File: config.mk
export PLATFORM = sky130hd
export DESIGN_NAME = pfs_port_mux
export DESIGN_NICKNAME = d
export VERILOG_FILES = /design/src/pfs_pkg.sv /design/src/pfs_pin_cell.sv /design/src/pfs_port_mux.sv
export SDC_FILE = /design/constraint.sdc
export NUM_CORES = 1
export LEC_CHECK = 0
export BUFFER_PORTS_ARGS = -buffer_cell sky130_fd_sc_hd__buf_2
export CAP_MARGIN = 20
export CORE_ASPECT_RATIO = 1.1
export CORE_UTILIZATION = 47
export DETAILED_ROUTE_END_ITERATION = 6
export GPL_TIMING_DRIVEN = 0
export HOLD_SLACK_MARGIN = 0.12
export MAX_ROUTING_LAYER = met4
export PLACE_DENSITY = 0.79
export SYNTH_ARGS = -nofsm -noshare
export SYNTH_HDL_FRONTEND = slang
export SYNTH_SLANG_ARGS = --single-unit
export TNS_END_PERCENT = 100
File: constraint.sdc
create_clock -name clock -period 2 [get_ports clock]
set_clock_uncertainty 0.15 [all_clocks]
set_input_delay 0.5 -clock clock [delete_from_list [all_inputs] [get_ports clock]]
set_output_delay 0.5 -clock clock [all_outputs]
set_load 0.005 [all_outputs]
File: src/pfs_pkg.sv
// Purpose: Constants for the port pin function select block
// Assumes: AXI4-Lite register access, one 125 MHz clock
// Notes:   Pins 0 to 4 of the port only

package pfs_pkg;

  // ----------------------------------------
  // Geometry
  // ----------------------------------------
  localparam int NUM_PINS = 5;
  localparam int ADDR_W   = 5;

  // ----------------------------------------
  // Register offsets
  // ----------------------------------------
  localparam logic [ADDR_W-1:0] OFF_DIR      = 5'h00;
  localparam logic [ADDR_W-1:0] OFF_LATCH    = 5'h04;
  localparam logic [ADDR_W-1:0] OFF_PINS     = 5'h08;
  localparam logic [ADDR_W-1:0] OFF_OD       = 5'h0c;
  localparam logic [ADDR_W-1:0] OFF_IRQ_STAT = 5'h10;
  localparam logic [ADDR_W-1:0] OFF_IRQ_MASK = 5'h14;

  // ----------------------------------------
  // Reset values and fields
  // ----------------------------------------
  localparam logic [NUM_PINS-1:0] RST_DIR   = 5'h00;
  localparam logic [NUM_PINS-1:0] RST_LATCH = 5'h00;
  localparam logic [NUM_PINS-1:0] RST_OD    = 5'h00;
  localparam logic                RST_STAT  = 1'h0;
  localparam logic                RST_MASK  = 1'h0;
  localparam int                  PIN_TX0   = 0;
  localparam int                  PIN_TX1   = 1;
  localparam int                  PIN_RX0   = 2;
  localparam int                  PIN_RX1   = 3;
  localparam int                  PIN_CLK   = 4;

  // ----------------------------------------
  // Bus responses
  // ----------------------------------------
  localparam logic [1:0] RESP_OKAY   = 2'h0;
  localparam logic [1:0] RESP_DECERR = 2'h3;

endpackage : pfs_pkg

File: src/pfs_pin_cell.sv
// Purpose: One pad cell: registered drive, open-drain gating, input sync
// Assumes: Pad input is asynchronous to clock
// Notes:   Output enable high while the cell drives the pad
`timescale 1ns/1ns
`default_nettype none

module pfs_pin_cell (
  input  wire logic clock,
  input  wire logic rst_n,
  input  wire logic drive_en,
  input  wire logic drive_val,
  input  wire logic open_drain,
  input  wire logic pin_in,
  output var  logic pin_out,
  output var  logic pin_oe,
  output var  logic pin_level
);

  logic sync_first;
  wire  next_oe;
  wire  next_out;

  // ----------------------------------------
  // Drive: open drain never drives high
  // ----------------------------------------
  assign next_oe  = drive_en & ~(open_drain & drive_val);
  assign next_out = drive_val & ~open_drain;

  always_ff @(posedge clock) begin
    if (!rst_n) begin
      pin_oe  <= 1'b0;
      pin_out <= 1'b0;
    end else begin
      pin_oe  <= next_oe;
      pin_out <= next_out;
    end
  end

  // ----------------------------------------
  // Input synchroniser
  // ----------------------------------------
  always_ff @(posedge clock) begin
    if (!rst_n) begin
      sync_first <= 1'b0;
      pin_level  <= 1'b0;
    end else begin
      sync_first <= pin_in;
      pin_level  <= sync_first;
    end
  end

endmodule : pfs_pin_cell

`default_nettype wire

File: src/pfs_port_mux.sv
// Purpose: Port pin function select with AXI4-Lite port registers
// Assumes: Serial channel controls come from logic on the same clock
// Notes:   Interrupt status clears on read; set wins over clear
`timescale 1ns/1ns
`default_nettype none

module pfs_port_mux #(
  parameter int NUM_PINS = pfs_pkg::NUM_PINS
) (
  input  wire logic                        clock,
  input  wire logic                        rst_n,
  input  wire logic [pfs_pkg::ADDR_W-1:0]  s_axi_awaddr,
  input  wire logic                        s_axi_awvalid,
  output var  logic                        s_axi_awready,
  input  wire logic [31:0]                 s_axi_wdata,
  input  wire logic [3:0]                  s_axi_wstrb,
  input  wire logic                        s_axi_wvalid,
  output var  logic                        s_axi_wready,
  output var  logic [1:0]                  s_axi_bresp,
  output var  logic                        s_axi_bvalid,
  input  wire logic                        s_axi_bready,
  input  wire logic [pfs_pkg::ADDR_W-1:0]  s_axi_araddr,
  input  wire logic                        s_axi_arvalid,
  output var  logic                        s_axi_arready,
  output var  logic [31:0]                 s_axi_rdata,
  output var  logic [1:0]                  s_axi_rresp,
  output var  logic                        s_axi_rvalid,
  input  wire logic                        s_axi_rready,
  input  wire logic                        serial0_sync_mode,
  input  wire logic                        serial_clock_enable_low,
  input  wire logic                        serial_clock_enable_high,
  input  wire logic                        serial0_rx_on,
  input  wire logic                        serial0_tx_on,
  input  wire logic                        serial1_rx_on,
  input  wire logic                        serial1_tx_on,
  input  wire logic                        serial0_tx_data,
  input  wire logic                        serial1_tx_data,
  input  wire logic                        serial0_clock_out,
  output var  logic                        serial0_rx_data,
  output var  logic                        serial1_rx_data,
  output var  logic                        serial0_clock_in,
  output var  logic                        external_interrupt_line_4,
  input  wire logic [NUM_PINS-1:0]         pin_in,
  output var  logic [NUM_PINS-1:0]         pin_out,
  output var  logic [NUM_PINS-1:0]         pin_oe,
  output var  logic                        irq
);

  if (NUM_PINS != 5) begin : g_check
    $error("pfs_port_mux serves exactly five pins");
  end

  // ----------------------------------------
  // Address decode
  // ----------------------------------------
  function automatic logic addr_hit(input logic [pfs_pkg::ADDR_W-1:0] addr,
                                    input logic [pfs_pkg::ADDR_W-1:0] off);
    addr_hit = (addr == off);
  endfunction : addr_hit

  function automatic logic addr_mapped(input logic [pfs_pkg::ADDR_W-1:0] addr);
    addr_mapped = addr_hit(addr, pfs_pkg::OFF_DIR) | addr_hit(addr, pfs_pkg::OFF_LATCH) |
                  addr_hit(addr, pfs_pkg::OFF_PINS) | addr_hit(addr, pfs_pkg::OFF_OD) |
                  addr_hit(addr, pfs_pkg::OFF_IRQ_STAT) | addr_hit(addr, pfs_pkg::OFF_IRQ_MASK);
  endfunction : addr_mapped

  // ----------------------------------------
  // Registers and state
  // ----------------------------------------
  logic [NUM_PINS-1:0]        port_direction_reg;
  logic [NUM_PINS-1:0]        port_output_latch;
  logic [NUM_PINS-1:0]        port_opendrain_reg;
  logic [NUM_PINS-1:0]        pin_level;
  logic                       irq_status;
  logic                       irq_mask;
  logic                       external_interrupt_line_4_level_d;
  logic                       aw_held;
  logic                       w_held;
  logic [pfs_pkg::ADDR_W-1:0] wr_addr;
  logic [7:0]                 wr_data;
  logic                       wr_lane0;

  wire aw_take  = s_axi_awvalid & s_axi_awready;
  wire w_take   = s_axi_wvalid & s_axi_wready;
  wire ar_take  = s_axi_arvalid & s_axi_arready;
  wire do_write = aw_held & w_held & ~s_axi_bvalid;
  wire wr_en    = do_write & wr_lane0 & addr_mapped(wr_addr);

  wire wr_dir   = wr_en & addr_hit(wr_addr, pfs_pkg::OFF_DIR);
  wire wr_latch = wr_en & addr_hit(wr_addr, pfs_pkg::OFF_LATCH);
  wire wr_od    = wr_en & addr_hit(wr_addr, pfs_pkg::OFF_OD);
  wire wr_mask  = wr_en & addr_hit(wr_addr, pfs_pkg::OFF_IRQ_MASK);
  wire rd_stat  = ar_take & addr_hit(s_axi_araddr, pfs_pkg::OFF_IRQ_STAT);

  // ----------------------------------------
  // Pin function selection
  // ----------------------------------------
  wire clk_drive = ~serial_clock_enable_high &
                   (serial0_sync_mode | serial_clock_enable_low);
  wire [NUM_PINS-1:0] serial_out_sel;
  wire [NUM_PINS-1:0] serial_in_sel;
  wire [NUM_PINS-1:0] serial_val;
  wire [NUM_PINS-1:0] drive_en;
  wire [NUM_PINS-1:0] drive_val;

  assign serial_out_sel[pfs_pkg::PIN_TX0] = serial0_tx_on;
  assign serial_out_sel[pfs_pkg::PIN_TX1] = serial1_tx_on;
  assign serial_out_sel[pfs_pkg::PIN_RX0] = 1'b0;
  assign serial_out_sel[pfs_pkg::PIN_RX1] = 1'b0;
  assign serial_out_sel[pfs_pkg::PIN_CLK] = clk_drive;
  assign serial_in_sel[pfs_pkg::PIN_TX0]  = 1'b0;
  assign serial_in_sel[pfs_pkg::PIN_TX1]  = 1'b0;
  assign serial_in_sel[pfs_pkg::PIN_RX0]  = serial0_rx_on;
  assign serial_in_sel[pfs_pkg::PIN_RX1]  = serial1_rx_on;
  assign serial_in_sel[pfs_pkg::PIN_CLK]  = serial_clock_enable_high;
  assign serial_val[pfs_pkg::PIN_TX0]     = serial0_tx_data;
  assign serial_val[pfs_pkg::PIN_TX1]     = serial1_tx_data;
  assign serial_val[pfs_pkg::PIN_RX0]     = 1'b0;
  assign serial_val[pfs_pkg::PIN_RX1]     = 1'b0;
  assign serial_val[pfs_pkg::PIN_CLK]     = serial0_clock_out;

  genvar gi;
  for (gi = 0; gi < NUM_PINS; gi++) begin : g_pin
    assign drive_en[gi]  = ~serial_in_sel[gi] &
                           (serial_out_sel[gi] | port_direction_reg[gi]);
    assign drive_val[gi] = serial_out_sel[gi] ? serial_val[gi] : port_output_latch[gi];

    pfs_pin_cell u_cell (
      .clock      (clock),
      .rst_n      (rst_n),
      .drive_en   (drive_en[gi]),
      .drive_val  (drive_val[gi]),
      .open_drain (port_opendrain_reg[gi]),
      .pin_in     (pin_in[gi]),
      .pin_out    (pin_out[gi]),
      .pin_oe     (pin_oe[gi]),
      .pin_level  (pin_level[gi])
    );
  end

  // Inputs to serial channels and interrupt line
  assign serial0_rx_data           = pin_level[pfs_pkg::PIN_RX0];
  assign serial1_rx_data           = pin_level[pfs_pkg::PIN_RX1];
  assign serial0_clock_in          = pin_level[pfs_pkg::PIN_CLK];
  assign external_interrupt_line_4 = pin_level[pfs_pkg::PIN_CLK];

  // ----------------------------------------
  // Port registers
  // ----------------------------------------
  always_ff @(posedge clock) begin
    if (!rst_n) begin
      port_direction_reg <= pfs_pkg::RST_DIR;
      port_output_latch  <= pfs_pkg::RST_LATCH;
      port_opendrain_reg <= pfs_pkg::RST_OD;
      irq_mask           <= pfs_pkg::RST_MASK;
    end else begin
      if (wr_dir)   port_direction_reg <= wr_data[NUM_PINS-1:0];
      if (wr_latch) port_output_latch  <= wr_data[NUM_PINS-1:0];
      if (wr_od)    port_opendrain_reg <= wr_data[NUM_PINS-1:0];
      if (wr_mask)  irq_mask           <= wr_data[0];
    end
  end

  // ----------------------------------------
  // Interrupt: falling edge of line 4
  // ----------------------------------------
  wire external_interrupt_line_4_event  = external_interrupt_line_4_level_d & ~pin_level[pfs_pkg::PIN_CLK];
  wire next_status = external_interrupt_line_4_event | (irq_status & ~rd_stat);

  always_ff @(posedge clock) begin
    if (!rst_n) begin
      external_interrupt_line_4_level_d <= 1'b0;
      irq_status   <= pfs_pkg::RST_STAT;
      irq          <= 1'b0;
    end else begin
      external_interrupt_line_4_level_d <= pin_level[pfs_pkg::PIN_CLK];
      irq_status   <= next_status;
      irq          <= next_status & irq_mask;
    end
  end

  // ----------------------------------------
  // AXI4-Lite write channel
  // ----------------------------------------
  always_ff @(posedge clock) begin
    if (!rst_n) begin
      aw_held       <= 1'b0;
      w_held        <= 1'b0;
      wr_addr       <= '0;
      wr_data       <= 8'h00;
      wr_lane0      <= 1'b0;
      s_axi_awready <= 1'b1;
      s_axi_wready  <= 1'b1;
      s_axi_bvalid  <= 1'b0;
      s_axi_bresp   <= pfs_pkg::RESP_OKAY;
    end else begin
      if (aw_take) begin
        aw_held       <= 1'b1;
        wr_addr       <= s_axi_awaddr;
        s_axi_awready <= 1'b0;
      end
      if (w_take) begin
        w_held       <= 1'b1;
        wr_data      <= s_axi_wdata[7:0];
        wr_lane0     <= s_axi_wstrb[0];
        s_axi_wready <= 1'b0;
      end
      if (do_write) begin
        aw_held      <= 1'b0;
        w_held       <= 1'b0;
        s_axi_bvalid <= 1'b1;
        s_axi_bresp  <= addr_mapped(wr_addr) ? pfs_pkg::RESP_OKAY : pfs_pkg::RESP_DECERR;
      end else if (s_axi_bvalid && s_axi_bready) begin
        s_axi_bvalid  <= 1'b0;
        s_axi_awready <= 1'b1;
        s_axi_wready  <= 1'b1;
      end
    end
  end

  // ----------------------------------------
  // AXI4-Lite read channel
  // ----------------------------------------
  wire [NUM_PINS-1:0] pin_read = (port_direction_reg & port_output_latch) |
                                 (~port_direction_reg & pin_level);
  wire [31:0] rd_mux =
    addr_hit(s_axi_araddr, pfs_pkg::OFF_LATCH)    ? {27'h0, port_output_latch}  :
    addr_hit(s_axi_araddr, pfs_pkg::OFF_PINS)     ? {27'h0, pin_read}           :
    addr_hit(s_axi_araddr, pfs_pkg::OFF_OD)       ? {27'h0, port_opendrain_reg} :
    addr_hit(s_axi_araddr, pfs_pkg::OFF_IRQ_STAT) ? {31'h0, irq_status}         :
    addr_hit(s_axi_araddr, pfs_pkg::OFF_IRQ_MASK) ? {31'h0, irq_mask}           :
    32'h0;

  always_ff @(posedge clock) begin
    if (!rst_n) begin
      s_axi_arready <= 1'b1;
      s_axi_rvalid  <= 1'b0;
      s_axi_rdata   <= 32'h0;
      s_axi_rresp   <= pfs_pkg::RESP_OKAY;
    end else if (ar_take) begin
      s_axi_arready <= 1'b0;
      s_axi_rvalid  <= 1'b1;
      s_axi_rdata   <= rd_mux;
      s_axi_rresp   <= addr_mapped(s_axi_araddr) ? pfs_pkg::RESP_OKAY : pfs_pkg::RESP_DECERR;
    end else if (s_axi_rvalid && s_axi_rready) begin
      s_axi_rvalid  <= 1'b0;
      s_axi_arready <= 1'b1;
    end
  end
endmodule : pfs_port_mux

`default_nettype wire

Yosys cells after proc, flatten, opt, wreduce, memory -nomap -nowiden
Cells that the tools add are included.
{"block": "op_classes", "n_reduce_logical": 7, "eq_ne": 10, "muxes": 22, "n_bitwise": 70}
{"operator": "$and 1x1->1", "n": 34}
{"operator": "$eq 5x4->1 const B", "n": 4}
{"operator": "$eq 5x5->1 const B", "n": 4}
{"operator": "$mux 1", "n": 17}
{"operator": "$not 1->1", "n": 17}
{"operator": "$mux 5", "n": 3}
{"operator": "$or 1x1->1", "n": 15}
{"operator": "$and 5x5->5", "n": 2}
{"operator": "$eq 5x3->1 const B", "n": 2}
{"operator": "$logic_not 5->1", "n": 2}
{"operator": "$not 5->5", "n": 1}
{"operator": "$or 5x5->5", "n": 1}
{"operator": "$mux 2", "n": 2}
{"operator": "$reduce_bool 2->1", "n": 2}
{"operator": "$logic_and 1x1->1", "n": 2}
{"operator": "$reduce_or 2->1", "n": 1}
{"block": "word_totals", "wordCells": 149, "regBits": 93}

Depth between registers and ports, before layout
Gate-level depths: netlist of run 1.
{"block": "logic_depth", "ltp_word": 8, "depth_mapped": 5, "depth_no_buf": 3}

Hierarchy
A second synthesis of run 1 with hierarchy kept.
{"block": "unflattened", "cells_unflattened": 293, "area_unflattened_um2": 2662.6}
{"mod": "pfs_port_mux", "instances": 1, "area_each_um2": 2093.3, "cells_per_inst": 248}
{"mod": "pfs_pin_cell", "instances": 5, "area_each_um2": 113.9, "cells_per_inst": 9}

Least setup slack after synthesis of run 1
No wires, ideal clock.
{"block": "synth_path", "kind": "in2reg", "start": "input port s_axi_araddr[2] in the netlist's numbering", "end": "register s_axi_rdata[0]", "path_buffers": 1, "cell_stages": 4, "path_slack_ns": 0.327, "setup_ns": 0.139, "t_arrival_ns": 1.384, "path_cell_list": "buf_2 or4b_2 nand3_1 a221oi_1"}
{"block": "synth_via", "elab_chain_len": 6, "word_cells_on_any_way": 10}
{"item": "start: declaration", "line_no": "pfs_port_mux.sv:22", "source": "input wire logic [pfs_pkg::ADDR_W-1:0] s_axi_araddr,"}
{"item": "$eq 5x5->1", "line_no": "pfs_port_mux.sv:58", "source": "addr_hit = (addr == off);"}
{"item": "$mux 1", "line_no": "pfs_port_mux.sv:231", "source": "addr_hit(s_axi_araddr, pfs_pkg::OFF_IRQ_MASK) ? {31'h0, irq_mask} :"}
{"item": "$mux 1", "line_no": "pfs_port_mux.sv:230", "source": "addr_hit(s_axi_araddr, pfs_pkg::OFF_IRQ_STAT) ? {31'h0, irq_status} :"}
{"item": "$mux 5", "line_no": "pfs_port_mux.sv:229", "source": "addr_hit(s_axi_araddr, pfs_pkg::OFF_OD) ? {27'h0, port_opendrain_reg} :"}
{"item": "$mux 5", "line_no": "pfs_port_mux.sv:228", "source": "addr_hit(s_axi_araddr, pfs_pkg::OFF_PINS) ? {27'h0, pin_read} :"}
{"item": "$mux 5 (*)", "line_no": "pfs_port_mux.sv:227", "source": "addr_hit(s_axi_araddr, pfs_pkg::OFF_LATCH) ? {27'h0, port_output_latch} :"}
{"item": "end signal: assignment", "line_no": "pfs_port_mux.sv:243", "source": "s_axi_rdata <= rd_mux;"}
{"item": "end: declaration", "line_no": "pfs_port_mux.sv:25", "source": "output var logic [31:0] s_axi_rdata,"}
Mark *: on every way between the ends. The rest lies on a longest branch, timed or not.
A chain may end at the register's enable or synchronous reset.

Worst setup path after layout of run 1
{"block": "layout_path", "start": "register g_pin[4].u_cell.pin_level", "end": "output port serial0_clock_in"}
{"item": "start: declaration", "line_no": "pfs_pin_cell.sv:16", "source": "output var logic pin_level"}
{"item": "start signal: assignment", "line_no": "pfs_pin_cell.sv:48", "source": "pin_level <= sync_first;"}
{"item": "end: declaration", "line_no": "pfs_port_mux.sv:41", "source": "output var logic serial0_clock_in,"}
No word-level cell between the ends.

==> run summary, run 1 <==
The flow ran to the end, and the final reports show no timing, DRC or antenna violations. After synthesis the cells add up to 2840 µm². The half-perimeter wire length of the detailed placement result was 4550 µm; the die outline height was 83.6 µm. Wire length of the first global-routing pass: 9890 µm. The max-slew violation count is 0, and the chip width is 76.1 µm. The critical path is of the reg -> out type. The multiplexer fraction of the synthesized cell area is 0.0749. The run gives 0.489 as the initial cell density of the core. The biggest area contributor in the post-synthesis netlist is dfxtp_1. The maximum vdd drop is 502 µV. The distinct cell type count of the synthesized netlist is 40, and the fraction of registers with async set/reset is 0.

Portion of synthesized cell area occupied by the leading cell type: 0.451. In this run, post-CTS repair resized a total of 0 instances. For the total detailed-routing wirelength, the log shows 6040 µm. For the pin with the worst max-slew slack, the measured transition is 581 ps. The number of nets in the layout was 474. In this run, the number of DRC markers left after iteration 0 of detailed routing was 135. In the detailed route, the total length drawn on met3 is 454 µm. The logs give 2.96 mW for the total power consumption of the routed design and 2 for the deepest clock path buffer count. Once placement finished, the instance area stood at 3350 µm².

After synthesis the netlist holds a flip-flop and latch count of 64. Clock tree synthesis found a total of 64 sinks. The fraction of final layout cells sized beyond drive strength 1 was 0.341; the count of endpoints failing hold in the final timing report was 0. For this run, design rule violations remaining after detail routing come to 0. The run gives 980 ps as the worst path arrival time. The setup slack at placement was 112 ps; the fraction of the cycle the final worst path needs was 0.816. Fraction of the mapped netlist area in adder cells: 0. The class of the tightest hold or removal check was in -> reg. Fraction of the mapped netlist area in simple logic gates: 0.198. In this run, synthesis inferred 0 flip-flops with an integrated enable.

The number of warnings reported in the yosys synthesis log was 0. The worst setup path is captured at an output port. The initial antenna violation count came out at 0. With fillers left out, the area of the finished cells amounts to 3590 µm². Worst max-slew margin expressed relative to the limit: 0.612. For this block, the via count after detailed routing is 2393.

Hold repair after CTS inserted 0 buffers. The tools report the number of core rows as 29. Entering global routing, the biggest net connects 11 pins. For the worst setup path, the data required time is 1350 ps. The number of routed nets with antenna violations was 0. 124 I/O pins were placed.

The setup TNS after final layout is 0 ps. The area of the core was 5810 µm². Maximum fanout along the worst path: 5. Setup repair after global routing left no endpoint under its margin. The clock period minus final worst setup slack is 1630 ps. The logs give 487 for the non-filler instance count after layout and 1.70 nW for the leakage power total. The total clock buffers created by CTS was 9; the mean number of vias per cell was 4.91. The tools report the post-CTS repair timing setup buffer count as 0.

The tools report the global-route usage over all layers as 0.204. The mean area per synthesized cell came out at 9.29 µm². Number of buffers added on ports: 63. The number of H-tree levels is 3, and the clock latency reported for the late side of the worst-skew pair is 340 ps. For this run, the detailed router's first-pass iteration total came to 4. The post-synthesis xor/xnor area fraction was 0; the total of max-cap violations was 0. Setup violations remaining at the end of the flow were counted as 0. The routed length per instance came out at 12.4 µm. Routability-driven placement finished with a final weighted congestion of 0.850. In the synthesized netlist, the number of instances is 306.

Global routing finished with a remaining overflow of 0. The tools report the kind of start point of the critical path as a flip-flop. The areal power density over the cells is 824 nW/µm², and the synthesis-to-finish area growth is 26.2%.

The compound-cell area share of the yosys netlist works out to 0.135. Counting instances in the post-synthesis netlist gives the leading cell types as 64 x dfxtp_1, 41 x buf_4, 32 x nand2_1. For this block, wires on met1 add up to 2550 µm. The largest family of logic cells by synthesized area was simple AND/OR/NAND/NOR gates. The sequential area share after synthesis came out at 0.451. The post-placement cell count was 472; the via count of the first global-routing pass was 2127. Timing would allow up to 612 MHz.

Ranked by total cell area, the synthesized netlist is headed by dfxtp_1 45%, buf_4 11%, a21oi_1 4.9%, nand2_1 4.2%, mux2_2 4.0%. The routed wire length on met2 was 2860 µm. Once routing completed, OpenROAD measured the worst setup slack at 367 ps. The die covers 6360 µm². TritonCTS built the clock tree. The clock transition at the registers of the reported paths works out to 60 ps. The highest signal layer in the routed design was met4. The leading register cell type out of synthesis is dfxtp_1. In the post-synthesis netlist, the cell with the most instances is dfxtp_1. The root buffer cell chosen for the clock tree is clkbuf_8.

For the total inserted antenna cells, the log shows 0.
-- cells in the final DEF (no fill, tap or decap), drive strengths merged, types with 2 or more instances in the layout --
cell type	count
nand2b	5
inv	9
nor2	6
conb	27
a21oi	28
bufinv	3
nor3	2
a221oi	2
clkbuf	20
mux2i	10
nand4	7
a31oi	3
nand3	13
dfxtp	64
and3b	2
a211oi	4
o31ai	5
mux2	10
buf	108
a32oi	3
a2111oi	2
o21ai	12
and2	14
nor3b	5
nor4b	3
nand2	32
or4b	2
-- routing by layer --
metal | global-route usage | up-vias
met2 | 0.316 | 104
met5 | - | -
li1 | - | 1210
met3 | 0.0448 | 23
met1 | 0.238 | 1056
met4 | 0.135 | 0
-- critical path: stages, from the launching register on --
cell and delay [ps]:
dfxtp_1 420, buf_4 140, buf_2 100
-- cell type report --
| type | count | area, µm² |
|---|---|---|
| fillers | 527 | 2220 |
| clock buffers | 12 | 145 |
| clock inverters | 3 | 90.1 |
| flip-flops and latches | 64 | 1280 |
| repair buffers | 63 | 315 |
| plain buffers | 53 | 364 |
| inverters | 9 | 33.8 |
| well taps | 77 | 96.3 |
| multi-input cells | 206 | 1260 |
-- stage by stage --
stage               utilization  hold WS, ps
detailed placement        0.577          272
floorplan                     -          262
CTS                       0.618          157
finish                    0.618          165
global placement          0.577          265
global route              0.618          163
-- worst paths after layout --
kind / start / to / slack (ps) / cells past startpoint
max: g_pin[4].u_cell.pin_level$_SDFF_PN0_ / serial0_clock_in / 370 / 2
min: serial0_rx_on / g_pin[2].u_cell.pin_oe$_SDFF_PN0_ / 170 / 2
max reg2reg: wr_addr[0]$_SDFFE_PN0P_ / port_opendrain_reg[0]$_SDFFE_PN0P_ / 390 / 3
min reg2reg: g_pin[0].u_cell.sync_first$_SDFF_PN0_ / g_pin[0].u_cell.pin_level$_SDFF_PN0_ / 290 / 1
-- cell families (layout without fill, tap and decap cells) --
logic type | Yosys count | after routing
AND/OR/NAND/NOR | 96 | 96
flip-flops | 64 | 64
AO/OA/AOI/OAI | 63 | 63
buffers and inverters | 62 | 140
multiplexers | 20 | 20
other | 1 | 27
-- power breakdown --
group | leakage, nW | internal [mW] | switching [mW] | total (mW)
logic | 1.06 | 0.145 | 0.138 | 0.283
registers | 0.524 | 1.32 | 0.0386 | 1.36
clock network | 0.117 | 0.856 | 0.453 | 1.31
total | 1.70 | 2.33 | 0.630 | 2.96
Power figures use the tool's default switching activity.
==> run 2: changes to the inputs <==
==> constraint.sdc (replaced) <==
create_clock -name clock -period 1.6 [get_ports clock]
set_clock_uncertainty 0.15 [all_clocks]
set_input_delay 0.4 -clock clock [delete_from_list [all_inputs] [get_ports clock]]
set_output_delay 0.4 -clock clock [all_outputs]
set_load 0.005 [all_outputs]
==> run summary, run 2 (same netlist as run 1, synthesis figures left out) <==
The run finished with clean final reports. For the number of endpoints failing setup at the final stage, the log shows 0 (unchanged). The total detailed-routing wirelength was 6260 µm (was 6040 µm); the routed length per instance was 12.6 µm (was 12.4 µm). The die outline height was 83.6 µm (unchanged). The clock period minus final worst setup slack was 1590 ps. Setup repair after global routing could not meet its margin everywhere. Cell at the root of the clock tree: clkbuf_8 (unchanged). The wire length of the first global-routing pass was 10200 µm (was 9890 µm). The number of routed nets with antenna violations is 0 (unchanged). Number of H-tree levels: 3 (unchanged). The area of the core came out at 5810 µm² (unchanged).

The logs give 6360 µm² (unchanged) for the full die area and 11 (unchanged) for the largest net degree at the start of global routing. Worst path arrival time: 1660 ps (was 980 ps). The run gives 1670 ps (was 1350 ps) as the worst path required time.

The total via count in the routed design is 2440 (was 2393), and the via count of the first global-routing pass is 2193 (was 2127). The chip width came out at 76.1 µm (unchanged). The initial antenna violation count was 0 (unchanged); the clock transition at the registers of the reported paths was 70 ps (was 60 ps). The clock sink total is 64 (unchanged).

The run gives 0.807 mW (was 0.630 mW) as the switching power. For the number of nets in the layout, the log shows 482 (was 474). The tools report the kind of start point of the critical path as a flip-flop (unchanged). The number of buffers added on ports was 63 (unchanged). The total power consumption of the routed design is 3.73 mW (was 2.96 mW). The internal power summed over all cells is 2.92 mW (was 2.33 mW).

Most common cell after layout, fill and taps aside: buf_2 (unchanged). Non-filler instance count after layout: 495 (was 487). The fraction of final layout cells sized beyond drive strength 1 works out to 0.354 (was 0.341). Slew of the pin with the lowest slew margin: 622 ps (was 581 ps).

The count of endpoints failing hold in the final timing report came out at 0 (unchanged). The logs give 629 MHz for the timing-limited maximum frequency and 0.442 (was 0.443) for the relative contribution of the clock network to total power. The switching power as a share of total power works out to 0.217 (was 0.213).

The class of the tightest hold or removal check is in -> reg (unchanged). Leading cell types in the layout, fill and taps excluded: 66 x buf_2, 61 x dfxtp_1, 42 x buf_4 (was 66 x buf_2, 64 x dfxtp_1, 41 x buf_4). The logs give 2 (unchanged) for the deepest clock path buffer count and 0.101 (was 0.096) for the combinational share of power. The synthesis-to-finish area growth was 30.4% (was 26.2%); the setup slack at placement was -188 ps (was 112 ps).

Initial cell density of the core: 0.489 (unchanged). The number of core rows was 29 (unchanged); the global-route usage over all layers was 0.209 (was 0.204). The logs give 1.75 nW (was 1.70 nW) for the leakage power total and 0 (unchanged) for the total of max-cap violations. The DRC violation count after routing came out at 0 (unchanged). The endpoint type of the worst setup path is a flip-flop (was an output port). Weighted congestion at the end of routability-driven global placement: 0.850 (unchanged). The type of the worst setup path is reg -> reg (was reg -> out).

TritonCTS built the clock tree. The number of optimization iterations in the first detailed-route pass was 4 (unchanged); the part of the power in registers was 0.457 (was 0.461). The final design instance area without fill was 3700 µm² (was 3590 µm²); the half-perimeter wire length of the detailed placement result was 4550 µm (unchanged). The logs give 9 (unchanged) for the total clock buffers created by CTS and 124 (unchanged) for the number of I/O pins. The mean number of vias per cell is 4.93 (was 4.91), and the areal power density over the cells is 1010 nW/µm² (was 824 nW/µm²). The clock latency reported for the late side of the worst-skew pair was 340 ps (about the same).

The maximum fanout along the worst path is 5 (unchanged). For the post-place instance area, the log shows 3350 µm² (unchanged). The run gives 10.6 ps (was 367 ps) as the setup slack of the critical path after layout.

The maximum vdd drop is 628 µV (was 502 µV). The DRC violation total after the first TritonRoute iteration is 119 (was 135). The max-slew violation count is 0 (unchanged), and the total overflow reported by the global router is 0 (unchanged).

Fraction of the cycle the final worst path needs: 0.993. The post-placement cell count came out at 472 (unchanged). The total inserted antenna cells was 0 (unchanged).

For the worst max-slew margin expressed relative to the limit, the log shows 0.585 (was 0.612).
-- run 2: changes by cell type in the layout (fill, tap and decap cells not counted), sizes merged --
cell / before / now
buf: 108 / 109
dlygate4sd3: 0 / 7
-- run 2: repair_timing --
action                     in CTS  in global routing
hold buffers                    7                  0
hold endpoints to repair        7                  0
buffers inserted                0                  1
setup endpoints to repair       0                 11
resized for setup               0                 10
-- run 2: power groups by stage --
stage | registers (mW) | logic [mW] | clock network, mW
after floorplan | 1.73 | 0.232 | 0
after global placement | 1.74 | 0.344 | 0
after detailed placement | 1.74 | 0.351 | 0
after CTS | 1.70 | 0.365 | 1.66
after global routing | 1.71 | 0.413 | 1.74
final | 1.70 | 0.375 | 1.65
-- run 2: worst max-delay path, stage by stage, from the launching register on --
cell     delay (ps)
dfxtp_2         350
or4b_4          600
o31ai_2         270
a21oi_1         100
-- run 2: area by class of cell --
cell class	count	area, µm²
fillers	509	2100
multi-input cells	206	1300
flip-flops and latches	64	1280
repair buffers	71	393
plain buffers	53	364
clock buffers	12	145
well taps	77	96.3
clock inverters	3	90.1
inverters	9	33.8
-- run 2: routing by layer --
metal  vias up  wire length [µm]  part of all wire  global-route usage
met5         -                 0                 0                   -
met4         0               166             0.027               0.133
met2        99              3000              0.48               0.331
met1      1092              2660              0.42               0.241
li1       1229                 -                 -                   -
met3        20               432             0.069              0.0448
-- run 2: through the flow --
step | hold slack (ps) | setup TNS [ps] | util
after global placement | 265 | -2150 | 0.577
final | 148 | 0 | 0.638
after detailed placement | 272 | -2530 | 0.577
after CTS | 147 | 0 | 0.630
after floorplan | 262 | 0 | -
after global routing | 149 | -38.2 | 0.638
-- run 2: path summary, 6_finish.rpt --
| check | from | endpoint | slack, ps | cells after the start |
|---|---|---|---|---|
| worst max-delay path | wr_addr[0]$_SDFFE_PN0P_ | port_opendrain_reg[0]$_SDFFE_PN0P_ | 10 | 3 |
| worst min register to register | g_pin[0].u_cell.sync_first$_SDFF_PN0_ | g_pin[0].u_cell.pin_level$_SDFF_PN0_ | 290 | 1 |
| worst max register to register | wr_addr[0]$_SDFFE_PN0P_ | port_opendrain_reg[0]$_SDFFE_PN0P_ | 10 | 3 |
| worst min-delay path | pin_in[3] | g_pin[3].u_cell.sync_first$_SDFF_PN0_ | 150 | 2 |
